$ cat config.mk
export PLATFORM = sky130hd
export DESIGN_NAME = xbus_irq_mux_and_trap_vectors
export DESIGN_NICKNAME = d
export VERILOG_FILES = /design/src/shared/xbus_irq_pkg.sv /design/src/core/xirq_select_slice.sv /design/src/core/trap_prioritizer.sv /design/src/core/xbus_irq_mux_and_trap_vectors.sv
export VERILOG_INCLUDE_DIRS = /design/src /design/src/shared
export SDC_FILE = /design/constraint.sdc
export NUM_CORES = 1
export LEC_CHECK = 0
export BUFFER_PORTS_ARGS = -buffer_cell sky130_fd_sc_hd__buf_4
export CAP_MARGIN = 20
export CORE_MARGIN = 2
export CORE_UTILIZATION = 40
export CTS_CLUSTER_SIZE = 25
export DETAILED_ROUTE_END_ITERATION = 8
export SETUP_SLACK_MARGIN = 0.1
export SYNTH_ARGS = -nofsm -noshare
export SYNTH_HDL_FRONTEND = slang
export SYNTH_HIERARCHICAL = 1
export SYNTH_SLANG_ARGS = --single-unit
$ cat constraint.sdc
create_clock -name clk_sys_i -period 2.78 [get_ports clk_sys_i]
set_clock_uncertainty 0.15 [all_clocks]
set_input_delay 0.278 -clock clk_sys_i [delete_from_list [all_inputs] [get_ports clk_sys_i]]
set_output_delay 0.278 -clock clk_sys_i [all_outputs]
set_load 0.01 [all_outputs]
$ cat src/shared/xbus_irq_map.svh
// register offsets, field positions, reset values and trap vector constants
`ifndef XBUS_IRQ_MAP_SVH
`define XBUS_IRQ_MAP_SVH

// =====================================================================
// register byte addresses
`define XIRQ_SEL_BASE   4'h0
`define XIRQ_TFR_OFS    8'h10
`define XIRQ_STAT_OFS   8'h14
`define XIRQ_MASK_OFS   8'h18

// =====================================================================
// reset values
`define XIRQ_SEL_RST    16'h0000
`define XIRQ_PEND_RST   5'h01

// =====================================================================
// trap flag register bit positions
`define TFR_NMI         15
`define TFR_STACK_OVER_FLAG       14
`define TFR_STACK_UNDER_FLAG       13
`define TFR_UNDOP       7
`define TFR_MAC         6
`define TFR_PROT        3
`define TFR_BADOP       2
`define TFR_BADFETCH    1
`define TFR_BADBUS      0

// =====================================================================
// trap vectors, numbers and priority levels
`define VEC_RESET       24'h00_0000
`define VEC_NMI         24'h00_0008
`define VEC_STACK_OVER_FLAG       24'h00_0010
`define VEC_STACK_UNDER_FLAG       24'h00_0018
`define VEC_CLASS_B     24'h00_0028
`define NUM_RESET       8'h00
`define NUM_NMI         8'h02
`define NUM_STACK_OVER_FLAG       8'h04
`define NUM_STACK_UNDER_FLAG       8'h06
`define NUM_CLASS_B     8'h0A
`define LVL_NONE        2'h0
`define LVL_CLASS_B     2'h1
`define LVL_CLASS_A     2'h2
`define LVL_RESET       2'h3
`define ILVL_MAX        4'hF
`define ILVL_NONE       4'h0

`endif

$ cat src/shared/xbus_irq_pkg.sv
// types shared by the interrupt multiplexer and trap vector logic
package xbus_irq_pkg;
   typedef struct packed {
      logic        cyc;
      logic        stb;
      logic        we;
      logic [7:0]  adr;
      logic [3:0]  sel;
      logic [31:0] dat;
   } wb_req_t;
   typedef struct packed {
      logic        ack;
      logic [31:0] dat;
   } wb_rsp_t;
   typedef struct packed {
      logic [7:0] enable;
      logic [7:0] flag;
   } sel_reg_t;
   typedef struct packed {
      logic first_can_controller;
      logic second_can_controller;
      logic i2c_rx;
      logic i2c_tx;
      logic i2c_err;
      logic sync_rx;
      logic sync_tx;
      logic sync_err;
      logic async_rx;
      logic async_tx;
      logic async_tbuf;
      logic async_err;
      logic pll_unlock;
      logic second_pwm_unit;
   } xsrc_t;
   typedef struct packed {
      logic sw_reset;
      logic wdt_overflow;
      logic nmi;
      logic stack_over;
      logic stack_under;
      logic undefined_opcode;
      logic mac_interruption;
      logic protected_fault;
      logic bad_operand;
      logic bad_fetch;
      logic bad_extbus;
   } trap_evt_t;
   typedef struct packed {
      logic        req;
      logic [1:0]  level;
      logic [23:0] vector;
      logic [7:0]  number;
   } trap_out_t;
   typedef struct packed {
      wb_rsp_t     wb;
      logic [15:0] trap_flag_register;
      logic [4:0]  irq_stat;
      logic [4:0]  irq_mask;
      logic        irq;
      logic [4:0]  pend;
      logic [4:0]  grant;
      logic [2:0]  active;
      logic        busy;
      logic [3:0]  ilvl;
      logic [3:0]  svec;
      trap_out_t   trap;
   } main_state_t;
endpackage

$ cat src/core/xirq_select_slice.sv
// one shared vector select register: enable byte and sticky flag byte
`timescale 1ns/1ps
`default_nettype none
`include "xbus_irq_map.svh"
module xirq_select_slice (
   input  wire logic                  clk_sys_i,
   input  wire logic                  srst_i,
   input  wire logic [7:0]            evt_i,
   input  wire logic                  wr_en_i,
   input  wire logic [1:0]            byte_en_i,
   input  wire logic [15:0]           wr_data_i,
   output var  xbus_irq_pkg::sel_reg_t reg_o
);
   xbus_irq_pkg::sel_reg_t r;
   xbus_irq_pkg::sel_reg_t next_r;
   logic [7:0]             clr;

   always_comb begin
      next_r = r;
      clr = 8'h00;
      if (wr_en_i && byte_en_i[1]) begin
         next_r.enable = wr_data_i[15:8];
      end
      // writing zero clears a flag; ones leave it alone
      if (wr_en_i && byte_en_i[0]) begin
         clr = ~wr_data_i[7:0];
      end
      // set wins over clear, and flags set whatever the enable says
      next_r.flag = (r.flag & ~clr) | evt_i;
   end

   always_ff @(posedge clk_sys_i) begin
      if (srst_i) begin
         r <= `XIRQ_SEL_RST;
      end else begin
         r <= next_r;
      end
   end

   assign reg_o = r;
endmodule
`default_nettype wire

$ cat src/core/trap_prioritizer.sv
// picks the highest pending trap and gives its vector, number and level
`timescale 1ns/1ps
`default_nettype none
`include "xbus_irq_map.svh"
module trap_prioritizer (
   input  wire logic [4:0]  pend_i,
   output logic      [4:0]  grant_o,
   output logic      [1:0]  level_o,
   output logic      [23:0] vector_o,
   output logic      [7:0]  number_o
);
   // entry order: 0 reset, 1 nmi, 2 stack over, 3 stack under, 4 class b
   always_comb begin
      grant_o = 5'h00;
      level_o = `LVL_NONE;
      vector_o = `VEC_RESET;
      number_o = `NUM_RESET;
      if (pend_i[0]) begin
         grant_o = 5'h01;
         level_o = `LVL_RESET;
      end else if (pend_i[1]) begin
         grant_o = 5'h02;
         level_o = `LVL_CLASS_A;
         vector_o = `VEC_NMI;
         number_o = `NUM_NMI;
      end else if (pend_i[2]) begin
         grant_o = 5'h04;
         level_o = `LVL_CLASS_A;
         vector_o = `VEC_STACK_OVER_FLAG;
         number_o = `NUM_STACK_OVER_FLAG;
      end else if (pend_i[3]) begin
         grant_o = 5'h08;
         level_o = `LVL_CLASS_A;
         vector_o = `VEC_STACK_UNDER_FLAG;
         number_o = `NUM_STACK_UNDER_FLAG;
      end else if (pend_i[4]) begin
         grant_o = 5'h10;
         level_o = `LVL_CLASS_B;
         vector_o = `VEC_CLASS_B;
         number_o = `NUM_CLASS_B;
      end
   end
endmodule
`default_nettype wire

$ cat src/core/xbus_irq_mux_and_trap_vectors.sv
// shared extension interrupt multiplexer and hardware trap vector sequencer
`timescale 1ns/1ps
`default_nettype none
`include "xbus_irq_map.svh"
module xbus_irq_mux_and_trap_vectors (
   input  wire logic                    clk_sys_i,
   input  wire logic                    srst_i,
   input  wire xbus_irq_pkg::wb_req_t   wb_i,
   output var  xbus_irq_pkg::wb_rsp_t   wb_o,
   input  wire xbus_irq_pkg::xsrc_t     src_i,
   input  wire xbus_irq_pkg::trap_evt_t trap_evt_i,
   input  wire logic                    trap_ack_i,
   input  wire logic                    trap_done_i,
   output var  xbus_irq_pkg::trap_out_t trap_o,
   output logic                         trap_active_o,
   output logic [3:0]                   cpu_priority_level_o,
   output logic [3:0]                   shared_vector_o,
   output logic                         irq_o
);
   // =====================================================================
   // declarations
   xbus_irq_pkg::main_state_t r;
   xbus_irq_pkg::main_state_t next_r;
   xbus_irq_pkg::sel_reg_t    sel_q [4];
   logic [7:0]                sel_evt [4];
   logic [3:0]                sel_wr;
   logic [3:0]                sel_req;
   logic                      sel_hit;
   logic                      wr;
   logic                      rd;
   logic                      take;
   logic [15:0]               tfr_set;
   logic [15:0]               tfr_clr;
   logic [4:0]                stat_set;
   logic [4:0]                stat_clr;
   logic [4:0]                pend_set;
   logic [4:0]                pend_clr;
   logic [4:0]                p_grant;
   logic [1:0]                p_level;
   logic [23:0]               p_vector;
   logic [7:0]                p_number;
   logic [1:0]                cur_lvl;
   logic                      lo_wr1;

   function automatic logic [1:0] lvl_of(input logic [2:0] act);
      logic [1:0] l;
      l = `LVL_NONE;
      if (act[2]) begin
         l = `LVL_RESET;
      end else if (act[1]) begin
         l = `LVL_CLASS_A;
      end else if (act[0]) begin
         l = `LVL_CLASS_B;
      end
      return l;
   endfunction

   // =====================================================================
   // bus decode
   assign wr = wb_i.cyc & wb_i.stb & wb_i.we & ~r.wb.ack;
   assign rd = wb_i.cyc & wb_i.stb & ~wb_i.we & ~r.wb.ack;
   assign sel_hit = wr && (wb_i.adr[7:4] == `XIRQ_SEL_BASE);
   assign lo_wr1 = sel_wr[1] & wb_i.sel[0];
   assign cur_lvl = lvl_of(r.active);

   // =====================================================================
   // source routing, slot order fixed per vector
   always_comb begin
      sel_evt[0] = {src_i.async_tbuf, src_i.async_tx, src_i.async_rx, src_i.sync_tx,
                    src_i.sync_rx, src_i.i2c_tx, src_i.i2c_rx,
                    src_i.first_can_controller};
      sel_evt[1] = {src_i.async_tbuf, src_i.async_tx, src_i.async_rx, src_i.sync_tx,
                    src_i.sync_rx, src_i.i2c_tx, src_i.i2c_rx,
                    src_i.second_can_controller};
      sel_evt[2] = {src_i.async_tbuf, src_i.async_tx, src_i.async_rx, src_i.sync_tx,
                    src_i.sync_rx, src_i.i2c_tx, src_i.i2c_rx,
                    src_i.second_pwm_unit};
      // slot 7 of vector 3 has no source and stays zero
      sel_evt[3] = {1'b0, src_i.second_pwm_unit, src_i.pll_unlock, src_i.async_err,
                    src_i.sync_err, src_i.i2c_err, src_i.second_can_controller,
                    src_i.first_can_controller};
   end

   // =====================================================================
   // four select registers
   for (genvar i = 0; i < 4; i++) begin : g_sel
      assign sel_wr[i] = sel_hit && (wb_i.adr[3:2] == 2'(i));
      xirq_select_slice u_slice (
         .clk_sys_i (clk_sys_i),
         .srst_i    (srst_i),
         .evt_i     (sel_evt[i]),
         .wr_en_i   (sel_wr[i]),
         .byte_en_i (wb_i.sel[1:0]),
         .wr_data_i (wb_i.dat[15:0]),
         .reg_o     (sel_q[i])
      );
      // enable masks the flag before the or
      assign sel_req[i] = |(sel_q[i].flag & sel_q[i].enable);
   end

   // =====================================================================
   // trap selection
   trap_prioritizer u_prio (
      .pend_i   (r.pend),
      .grant_o  (p_grant),
      .level_o  (p_level),
      .vector_o (p_vector),
      .number_o (p_number)
   );

   // =====================================================================
   // next state
   always_comb begin
      next_r = r;
      // bus: one wait-free ack, then ack drops for a cycle
      next_r.wb.ack = wb_i.cyc & wb_i.stb & ~r.wb.ack;
      next_r.wb.dat = 32'h0000_0000;
      if (rd) begin
         if (wb_i.adr[7:4] == `XIRQ_SEL_BASE) begin
            next_r.wb.dat = {16'h0000, sel_q[wb_i.adr[3:2]]};
         end else begin
            case (wb_i.adr)
               `XIRQ_TFR_OFS: begin
                  next_r.wb.dat = {16'h0000, r.trap_flag_register};
               end
               `XIRQ_STAT_OFS: begin
                  next_r.wb.dat = {27'h000_0000, r.irq_stat};
               end
               `XIRQ_MASK_OFS: begin
                  next_r.wb.dat = {27'h000_0000, r.irq_mask};
               end
               default: begin
                  next_r.wb.dat = 32'h0000_0000;
               end
            endcase
         end
      end

      // trap flags, one bit per condition except sw_reset and wdt_overflow, write one to clear
      tfr_set = 16'h0000;
      tfr_set[`TFR_NMI] = trap_evt_i.nmi;
      tfr_set[`TFR_STACK_OVER_FLAG] = trap_evt_i.stack_over;
      tfr_set[`TFR_STACK_UNDER_FLAG] = trap_evt_i.stack_under;
      tfr_set[`TFR_UNDOP] = trap_evt_i.undefined_opcode;
      tfr_set[`TFR_MAC] = trap_evt_i.mac_interruption;
      tfr_set[`TFR_PROT] = trap_evt_i.protected_fault;
      tfr_set[`TFR_BADOP] = trap_evt_i.bad_operand;
      tfr_set[`TFR_BADFETCH] = trap_evt_i.bad_fetch;
      tfr_set[`TFR_BADBUS] = trap_evt_i.bad_extbus;
      tfr_clr = 16'h0000;
      if (wr && wb_i.adr == `XIRQ_TFR_OFS) begin
         tfr_clr[7:0] = wb_i.sel[0] ? wb_i.dat[7:0] : 8'h00;
         tfr_clr[15:8] = wb_i.sel[1] ? wb_i.dat[15:8] : 8'h00;
      end
      next_r.trap_flag_register = (r.trap_flag_register & ~tfr_clr) | tfr_set;

      // interrupt status: per vector source events, bit 4 any trap flag set
      stat_set = {|tfr_set, |sel_evt[3], |sel_evt[2], |sel_evt[1], |sel_evt[0]};
      stat_clr = 5'h00;
      if (wr && wb_i.sel[0] && wb_i.adr == `XIRQ_STAT_OFS) begin
         stat_clr = wb_i.dat[4:0];
      end
      next_r.irq_stat = (r.irq_stat & ~stat_clr) | stat_set;
      if (wr && wb_i.sel[0] && wb_i.adr == `XIRQ_MASK_OFS) begin
         next_r.irq_mask = wb_i.dat[4:0];
      end
      next_r.irq = |(next_r.irq_stat & next_r.irq_mask);

      // pending traps; a new event in the take cycle stays pending
      take = trap_ack_i & r.trap.req;
      pend_set = {trap_evt_i.undefined_opcode | trap_evt_i.mac_interruption |
                  trap_evt_i.protected_fault | trap_evt_i.bad_operand |
                  trap_evt_i.bad_fetch | trap_evt_i.bad_extbus,
                  trap_evt_i.stack_under, trap_evt_i.stack_over, trap_evt_i.nmi,
                  trap_evt_i.sw_reset | trap_evt_i.wdt_overflow};
      pend_clr = take ? r.grant : 5'h00;
      next_r.pend = (r.pend & ~pend_clr) | pend_set;

      // nesting: done leaves the innermost service, take enters a new one
      if (trap_done_i) begin
         if (r.active[2]) begin
            next_r.active[2] = 1'b0;
         end else if (r.active[1]) begin
            next_r.active[1] = 1'b0;
         end else begin
            next_r.active[0] = 1'b0;
         end
      end
      if (take) begin
         case (r.trap.level)
            `LVL_RESET: begin
               next_r.active[2] = 1'b1;
            end
            `LVL_CLASS_A: begin
               next_r.active[1] = 1'b1;
            end
            `LVL_CLASS_B: begin
               next_r.active[0] = 1'b1;
            end
            default: begin
               next_r.active = next_r.active;
            end
         endcase
      end
      next_r.busy = |next_r.active;
      next_r.ilvl = next_r.busy ? `ILVL_MAX : `ILVL_NONE;
      // shared vectors are held off while any trap is serviced
      next_r.svec = next_r.busy ? 4'h0 : sel_req;

      // a take drops the request for one cycle so a stale entry is never taken twice
      next_r.grant = take ? 5'h00 : p_grant;
      next_r.trap.req = (p_level > lvl_of(next_r.active)) & ~take;
      next_r.trap.level = p_level;
      next_r.trap.vector = p_vector;
      next_r.trap.number = p_number;
   end

   always_ff @(posedge clk_sys_i) begin
      if (srst_i) begin
         r <= '0;
         // a hardware reset leaves the reset vector pending
         r.pend <= `XIRQ_PEND_RST;
      end else begin
         r <= next_r;
      end
   end

   // =====================================================================
   // outputs
   assign wb_o = r.wb;
   assign trap_o = r.trap;
   assign trap_active_o = r.busy;
   assign cpu_priority_level_o = r.ilvl;
   assign shared_vector_o = r.svec;
   assign irq_o = r.irq;
endmodule
`default_nettype wire

# After elaboration in Yosys (flattened, before gate mapping)
# Cells that the tools add are included.
totals:
  reg_bits: 159
  inputBits: 76
  out_inout_bits: 78
  elab_cells: 175
classes:
  n_lt_le_gt_ge: 2
  eq_ne: 9
  muxes: 44
  bitwise_logic: 46
  reduce_logical: 41
ops:
  columns: ["op", "count"]
  rows:
  - ["AND 8 bit", 8]
  - ["two-way mux 16 bit", 4]
  - ["OR reduction 8 bit", 7]
  - ["two-way mux 8 bit", 6]
  - ["case mux 16 bit (3 select lines)", 1]
  - ["inverter 8 bit", 5]
  - ["binary-select mux 16 bit (select 2 bit)", 1]
  - ["two-way mux 5 bit", 6]
  - ["== test 8 x 5 -> 1 bit, second input constant", 3]
  - ["bitwise OR 8 bit", 3]
  - ["two-way mux 2 bit", 9]
  - ["logical AND 1 bit", 17]
  - ["AND 16 bit", 1]
  - ["two-way mux 4 bit", 4]
  - ["inverter 16 bit", 1]
  - ["bitwise OR 16 bit", 1]
  - ["AND 5 bit", 3]
  - ["two-way mux 3 bit", 5]
  - ["OR reduction 5 bit", 3]
  - ["OR reduction 3 bit", 4]
  - ["inverter 5 bit", 2]
  - ["bitwise OR 5 bit", 2]
  - ["OR reduction 9 bit", 1]
  - ["AND 1 bit", 8]
  - ["other kinds (16)", 37]

# Depth between registers and ports, before layout
# Gate-level depths: netlist of run 1.
logic_depth:
  ltp_word: 11
  depth_mapped: 9
  ltp_nobuf: 8

# By module
# The synthesis of run 1 kept the hierarchy.
modules_own_cells:
  columns: ["mod", "n_inst", "cells_per_inst", "area_each_um2", "seq_area_each_um2"]
  rows:
  - ["xbus_irq_mux_and_trap_vectors", 1, 469, 4590.7, 1941.9]
  - ["xirq_select_slice", 4, 72, 723.2, 320.3]
  - ["trap_prioritizer", 1, 44, 314.1, 0.0]

# Worst setup path after synthesis of run 1
# OpenSTA, ideal clock, no wires.
synth_path:
  kind: "in2reg"
  start: "input wb_i[43] in the netlist's numbering"
  end: "register g_sel[0].u_slice.r, in the netlist g_sel[0].u_slice/reg_o[5]"
  setup_time_ns: 0.122
  t_arrival_ns: 1.862
  required_time_ns: 2.508
  setup_slack_ns: 0.646
  stages: 9
  path_buffers: 3
  path_cell_list: "or3_4 > nor2_2 > buf_2 > nand2_1 > nor3_1 > buf_6 > and2_4 > buf_6 > a211oi_2"
synth_between:
  elab_chain_cells: 8
synth_lines:
  columns: ["element", "line_no", "text"]
  rows:
  - ["from (decl)", "xbus_irq_mux_and_trap_vectors.sv:8", "input wire xbus_irq_pkg::wb_req_t wb_i,"]
  - ["zero test 4 bit (no source line)", null, null]
  - ["logical AND 1 bit", "xbus_irq_mux_and_trap_vectors.sv:62", "assign sel_hit = wr && (wb_i.adr[7:4] == `XIRQ_SEL_BASE);"]
  - ["logical AND 1 bit", "xbus_irq_mux_and_trap_vectors.sv:87", "assign sel_wr[i] = sel_hit && (wb_i.adr[3:2] == 2'(i));"]
  - ["via sel_wr[0]", "xbus_irq_mux_and_trap_vectors.sv:26", "logic [3:0] sel_wr;"]
  - ["logical AND 1 bit", "xirq_select_slice.sv:25", "if (wr_en_i && byte_en_i[0]) begin"]
  - ["two-way mux 8 bit", "xirq_select_slice.sv:25", null]
  - ["inverter 8 bit", "xirq_select_slice.sv:29", "next_r.flag = (r.flag & ~clr) | evt_i;"]
  - ["AND 8 bit", "xirq_select_slice.sv:29", null]
  - ["bitwise OR 8 bit", "xirq_select_slice.sv:29", null]
  - ["to (signal assigned)", "xirq_select_slice.sv:34", "r <= `XIRQ_SEL_RST;"]
  - ["to (signal assigned)", "xirq_select_slice.sv:36", "r <= next_r;"]
  - ["to (decl)", "xirq_select_slice.sv:14", "xbus_irq_pkg::sel_reg_t r;"]
# The timed path passes the listed nets, and every way through them passes these cells.
# A chain may end at the register's enable or synchronous reset.

# Final worst setup path of run 1
layout_path:
  start: "input wb_i[45] in the netlist's numbering"
  end: "register r, in the netlist irq_o"
layout_between:
  elab_chain_cells: 11
  word_cells_on_any_way: 13
  classes_between: "mux (2); bitwise (7); reduce/logical (4)"
layout_lines:
  columns: ["element", "line_no", "text"]
  rows:
  - ["AND 1 bit * (3 in a row)", "xbus_irq_mux_and_trap_vectors.sv:60", "assign wr = wb_i.cyc & wb_i.stb & wb_i.we & ~r.wb.ack;"]
  - ["logical AND 1 bit *", "xbus_irq_mux_and_trap_vectors.sv:160, xbus_irq_mux_and_trap_vectors.sv:164", null]
  - ["logical AND 1 bit (no source line)", null, null]
  - ["two-way mux 5 bit", "xbus_irq_mux_and_trap_vectors.sv:160", "if (wr && wb_i.sel[0] && wb_i.adr == `XIRQ_STAT_OFS) begin"]
  - ["inverter 5 bit", "xbus_irq_mux_and_trap_vectors.sv:163", "next_r.irq_stat = (r.irq_stat & ~stat_clr) | stat_set;"]
  - ["AND 5 bit", "xbus_irq_mux_and_trap_vectors.sv:163", null]
  - ["bitwise OR 5 bit", "xbus_irq_mux_and_trap_vectors.sv:163", null]
  - ["AND 5 bit *", "xbus_irq_mux_and_trap_vectors.sv:167", "next_r.irq = |(next_r.irq_stat & next_r.irq_mask);"]
  - ["OR reduction 5 bit *", "xbus_irq_mux_and_trap_vectors.sv:167", null]
  - ["to (signal assigned)", "xbus_irq_mux_and_trap_vectors.sv:224", "r <= next_r;"]
  - ["to (decl)", "xbus_irq_mux_and_trap_vectors.sv:22", "xbus_irq_pkg::main_state_t r;"]
# Every way passes the cells marked *; elsewhere a longest branch is shown, timed or not.

==> qor.txt, run 1 <==
Top-area cell type share of the netlist area: 41.34%
Worst Path Arrival: 2440 ps
Placed Area: 8080 µm²
First-pass GRT wire length: 28680 µm
DRT Pass-1 Iters: 5
Die area: 20630 µm²
Row count: 51
Diode count: 0
Vias per cell: 4.953
Sequential-to-total area share from yosys stat: 41.34%
Fin crit share: 83.08%
Clk_lat worst skew: 420 ps
Cell Area, Synth: 7797 µm²
CTS tree: built
Status: finished, final reports clean
Hold Path Depth: 3
Die H: 143.6 µm
PortBufs: 119
Final setup fails: 0
H-Tree Depth: 4
Adder-cell area share of the yosys netlist: 0.4493%
Iteration-0 DRC count of the detailed router: 442
Post-route cell area: 8866 µm²
Worst IR Drop VDD: 403.8 µV
Post-CTS setup repair buffer count: 0
Setup crit start kind: input port
Synth Area in Compound Gates: 19.05%
Finished Layout Cells: 1132
Pwr dens: 583.8 nW/µm²
Initial antenna violation count: 0
Reg-to-reg endpoint: irq_o
Layout cells sized above 1: 31.03%
Final Max Tran Viols: 0
Largest family of logic cells by synthesized area: compound AO/OA/AOI/OAI gates
Routability Congestion: 0.8681
Final Util: 46.01%
Unrepaired setup endpoints after global routing: no
Detailed Route WL: 18900 µm
Die W: 143.6 µm
CP endpoint kind: register
Maximum clock frequency: 433.0 MHz
Crit Path Max Fanout: 11
Num Clock Sinks: 161
Worst R2R Path Depth: 5
Worst hold margin: 17.27 ps
Residual DRC: 0
Remaining antenna violation count: 0
Vias: 5607
Tightest Pin Transition: 592.7 ps
CTS clock-pin slew for the worst setup and hold paths: 60 ps
YS warnings: 6
Leading cell type in the layout, fill and taps excluded: dfxtp_1
Min cycle time layout: 2310 ps
Starting density of the core: 40.46%
FF-to-FF Start: wb_o[32]
Vias in the first global route: 5083
Setup tns final: 0 ps
IO Pins: 154
Slew headroom: 60.49%
Routed len/inst: 16.69 µm
Placed Cells: 1079
XOR/XNOR Fraction of Synth Area: 0%
Synth Instances: 801
Final hold vios: 0
Clock buffer count from CTS: 17
Hold Path End: g_sel[0].u_slice/reg_o[14]
Synth-to-layout area growth: 13.70%
Gr ovfl total: 0
Cell at the root of the clock tree: clkbuf_16
Hold Path Class: in -> reg
Max-cap violations: 0
Worst Path Required: 2910 ps
Unique cell type count in the Yosys netlist: 60
Core Box Area: 19270 µm²
Setup CP Type: in -> reg
Synth top area cells: dfxtp_1, buf_4, a211oi_2
Mapped Avg Cell Area: 9.735 µm²
Commonest cells after routing, fill and taps aside: dfxtp_1, buf_4, nor2_1
Largest net degree at the start of global routing: 84
Largest area contributor in the netlist: dfxtp_1
Layout Nets: 932
GRT Util Overall: 18.54%
Dpl hpwl: 13680 µm
R2R Setup Slk: 580 ps
Static leakage: 3.564 nW
Clock Tree Buf Depth: 2
Yosys reg bits: 161
Post-synthesis mux area share: 6.033%
Post-synthesis simple-gate area fraction: 17.19%
Worst hold path startpoint: wb_i[14]
-- through the flow --
stage,power (mW),setup slack [ps]
after CTS,5.222,451.4
after detailed placement,2.946,535.5
final,5.176,470.3
after global routing,5.377,347.7
after global placement,2.940,548.9
after floorplan,2.817,646.5
-- layout make-up --
class	count	area (µm²)
clock buffers	20	466.7
clock inverters	12	108.9
fillers	1882	10410
inverters	15	56.30
multi-input cells	510	3496
flip-flops and latches	161	3223
well taps	265	331.6
repair buffers	149	1184
-- cells by family (layout without fill, tap and decap cells) --
family          count (synthesis)  after routing
other cells                     2             44
buf+inv                       172            196
simple gates                  260            260
fa+ha+maj                       3              3
compound gates                177            177
mux                            26             26
flops                         161            161
-- worst max-delay path by stage --
stage	from	endpoint	slack, ps	cells past startpoint
detailed placement	trap_ack_i	shared_vector_o[0]	540	6
CTS	wb_i[45]	irq_o	450	7
finish	wb_i[45]	irq_o	470	7
global placement	wb_i[43]	irq_o	550	6
floorplan	wb_i[43]	g_sel[0].u_slice/reg_o[5]	650	9
global route	wb_i[45]	irq_o	350	7
-- flip-flops by register name, indices dropped and copies added (netlist names) --
register	cells
cpu_priority_level_o	1
g_sel.u_slice/reg_o	64
irq_o	1
r	39
shared_vector_o	4
trap_o	35
wb_o	17
-- timing repair --
item                                    CTS  global route
endpoints found under the setup margin    0             0
resized for setup                         0             0
endpoints found under the hold margin    33             0
hold buffers                             21             0
-- critical path, cell delays in order --
cell,delay [ps]
dlygate4sd3_1,530
buf_4,110
and4b_1,440
and2_1,460
a41oi_1,210
o31ai_1,260
a41oi_1,150
-- cells in the mapped netlist (all sizes together) --
| cell | count |
|---|---|
| dfxtp | 161 |
| buf | 146 |
| nor2 | 102 |
| a21oi | 47 |
| nand3 | 44 |
| nor2b | 35 |
| a211oi | 32 |
| a21bo | 32 |
| a22oi | 25 |
| nand2 | 24 |
| and2 | 20 |
| mux4 | 16 |
| inv | 15 |
| clkbuf | 11 |
| o21ai | 10 |
| and3 | 9 |
| nor3 | 8 |
| a31oi | 5 |
| mux2 | 5 |
| mux2i | 5 |
| a221oi | 4 |
| a22o | 4 |
| a41oi | 4 |
| nor4 | 4 |
| and4b | 3 |
| nand4 | 3 |
| o31a | 3 |
| o31ai | 3 |
| a21o | 2 |
| conb | 2 |
| ha | 2 |
| nor3b | 2 |
| or3b | 2 |
| a2111o | 1 |
| a31o | 1 |
| a32o | 1 |
| a32oi | 1 |
| and3b | 1 |
| maj3 | 1 |
| nand2b | 1 |
| nor4b | 1 |
| o21a | 1 |
| o21bai | 1 |
| or3 | 1 |
-- where the power goes --
part	switching (mW)	internal, mW	leakage [nW]
logic	0.265	0.212	1.96
clock network	0.951	1.30	0.282
registers	0.0576	2.39	1.32
-- routing by layer --
| layer | global-route usage, % | up-vias | part of all wire, % |
|---|---|---|---|
| met5 | 0 | - | 0 |
| met1 | 25.76 | 2669 | 47 |
| met3 | 4.065 | 20 | 5.0 |
| met4 | 5.676 | 0 | 1.5 |
| met2 | 28.85 | 173 | 46 |
| li1 | - | 2745 | - |
(Power assumes the default switching activity.)
==> run 2: changes to the inputs <==
clock period = 1.9 ns   (was 2.78 ns; I/O delays follow)
==> run 2 against run 1 <==
Routed wire length is 4.7% higher. First-iteration DRC count shrank 24%. Critical path depth rose by 2. Largest power group unchanged.
==> qor.txt, run 2 (synthesized netlist as in run 1, its figures left out) <==
Tightest Pin Transition: 528.8 ps (-63.82 ps)
Setup tns final: 0 ps (unchanged)
Combinational share of power: 10.7% (+1.5 points)
Routability Congestion: 0.8891 (+2.4%)
Hold Path Class: in -> reg
H-Tree Depth: 4 (unchanged)
Commonest cells after routing, fill and taps aside: dfxtp_1, buf_4, nor2_1
Num Clock Sinks: 161 (unchanged)
Worst Path Arrival: 2070 ps (-370 ps)
Setup CP Type: reg -> reg
Remaining antenna violation count: 0 (unchanged)
Setup crit start kind: register
Status: finished, final reports clean
CTS clock-pin slew for the worst setup and hold paths: 60 ps (about the same)
CTS tree: built
Reg power frac: 46.7% (-0.5 points)
Routed len/inst: 16.64 µm (-0.32%)
# fillers: 1800 (-4.4%)
Clk_lat worst skew: 430 ps (about the same)
Final hold vios: 0 (unchanged)
Largest net degree at the start of global routing: 40 (-52%)
Worst Path Required: 2100 ps (-810 ps)
Iteration-0 DRC count of the detailed router: 337 (-24%)
Total power: 7.663 mW (+48%)
Layout Nets: 989 (+6.1%)
Dpl hpwl: 14330 µm (+4.8%)
Worst path max stage delay: 360 ps (-170 ps)
Clock buffer count from CTS: 17 (unchanged)
Residual DRC: 0 (unchanged)
Final Max Tran Viols: 0 (unchanged)
Maximum clock frequency: 535.5 MHz
DRT Pass-1 Iters: 5 (unchanged)
Vias in the first global route: 5303 (+4.3%)
Worst R2R Path Depth: 9 (+4)
Worst hold path startpoint: wb_i[44]
Crit-path cells: or3b_1 -> a32o_2 -> buf_6 -> nand3_2 -> nand2_2 -> ha_4 -> nor2b_1 -> o21ai_1 -> a21oi_1
FF-to-FF Start: r[46]
Layout cells sized above 1: 36.36% (+5.3 points)
Crit Path Max Fanout: 2 (-9)
Met2 Wirelength: 9206 µm (+5.2%)
Static leakage: 3.888 nW (+9.1%)
Detailed Route WL: 19780 µm (+4.7%)
Met3 WL: 1174 µm (+24%)
Worst IR Drop VDD: 641.0 µV (+59%)
R2R Setup Slk: 30 ps (-550 ps)
PortBufs: 119 (unchanged)
Finished Layout Cells: 1189 (+5.0%)
CP endpoint kind: register
Reg-to-reg endpoint: trap_o[34]
Placed Cells: 1104 (+2.3%)
Multi-input gate area: 3799 µm² (+8.7%)
Final setup fails: 0 (unchanged)
GRT Util Overall: 19.17% (+0.63 points)
Leading cell type in the layout, fill and taps excluded: dfxtp_1
Pwr dens: 791.4 nW/µm² (+36%)
Core Box Area: 19270 µm² (unchanged)
Gr ovfl total: 0 (unchanged)
First-pass GRT wire length: 29670 µm (+3.5%)
Diode count: 0 (unchanged)
Slew headroom: 64.74% (+4.3 points)
NetSw: 1.878 mW (+47%)
Hold Path End: wb_o[1]
Top sig layer: met4
Max-cap violations: 0 (unchanged)
Vias: 5824 (+3.9%)
Cell at the root of the clock tree: clkbuf_16
Fin crit share: 98.29%
IO Pins: 154 (unchanged)
Max reg flops: 64 (unchanged)
Synth-to-layout area growth: 24.18%
Die area: 20630 µm² (unchanged)
Clock share of power: 42.7% (-0.9 points)
Die H: 143.6 µm (unchanged)
Min cycle time layout: 1868 ps
CP max stage cell: or3b_1
Initial antenna violation count: 1 (+1)
Row count: 51 (unchanged)
Routed metal-1 wire length: 8976 µm (+0.74%)
Hold Path Depth: 3 (unchanged)
Reg area: 3227 µm² (+0.12%)
Die W: 143.6 µm (unchanged)
Clock Tree Buf Depth: 2 (unchanged)
Unrepaired setup endpoints after global routing: yes
Starting density of the core: 40.46% (unchanged)
Switching Fraction: 24.51% (-0.10 points)
Int Pwr: 5.785 mW (+48%)
Vias per cell: 4.898 (-1.1%)
-- run 2: cell types whose count changed in the layout (fill, tap and decap cells not counted), moves of 5 or more --
cell,before,now
buf_6,0,9
a21oi_1,39,34
nand3_1,43,37
nand3_2,1,7
a21bo_4,0,7
dlygate4sd3_1,21,46
a21oi_2,8,13
a21bo_2,32,25
buf_4,127,150
-- run 2: metal layers --
metal  global-route usage [%]  vias to the layer above
li1                         -                     2860
met2                    29.97                      195
met4                    7.740                        0
met3                    4.032                       26
met1                    25.86                     2743
met5                        0                        -
-- run 2: power by group through the flow --
stage / registers, mW / clock network, mW / logic (mW)
global placement: 3.65 / 0 / 0.696
detailed placement: 3.65 / 0 / 0.702
CTS: 3.57 / 3.34 / 0.792
finish: 3.58 / 3.27 / 0.819
global route: 3.59 / 3.50 / 0.893
floorplan: 3.62 / 0 / 0.510
-- run 2: through the flow --
| step | hold WS [ps] | instance area [µm²] | setup WS, ps | utilization, % |
|---|---|---|---|---|
| floorplan | 132.0 | 7984 | 3.102 | - |
| global placement | 220.4 | 8290 | -62.07 | 43.02 |
| detailed placement | 221.7 | 8290 | -56.45 | 43.02 |
| CTS | 122.5 | 9412 | -6.373 | 48.84 |
| global route | 137.2 | 9683 | -60.19 | 50.25 |
| finish | 128.2 | 9683 | 32.49 | 50.25 |
-- run 2: worst max-delay path by stage --
stage	from	end	slack (ps)	depth (start not counted)
final	r[46]	trap_o[34]	30	9
after global routing	r[46]	trap_o[34]	-60	9
after CTS	r[45]	trap_o[34]	-6	9
after detailed placement	r[46]	shared_vector_o[0]	-60	6
after global placement	r[46]	shared_vector_o[0]	-60	6
after floorplan	wb_i[41]	g_sel[3].u_slice/reg_o[5]	3	9
-- run 2: area by class of cell --
class,instances,share of cell area (%)
Multi-Input combinational cell,510,39.23
Sequential cell,161,33.32
Timing Repair Buffer,206,17.64
Clock buffer,24,4.975
Tap cell,265,3.424
Clock inverter,8,0.8270
Inverter,15,0.5815
-- run 2: critical path, delay by kind of cell (launching register included) --
kind            cells  cell delay (ps)
flops               1              310
simple gates        4              600
compound gates      3              440
buf+inv             1              120
fa+ha+maj           1              170
-- run 2: repair_timing --
item,4_1_cts,5_1_grt
hold buffers,46,0
cloned,0,2
endpoints found under the hold margin,91,0
gates resized for setup,23,47
buffers inserted,0,5
pin swaps,6,31
endpoints found under the setup margin,30,45
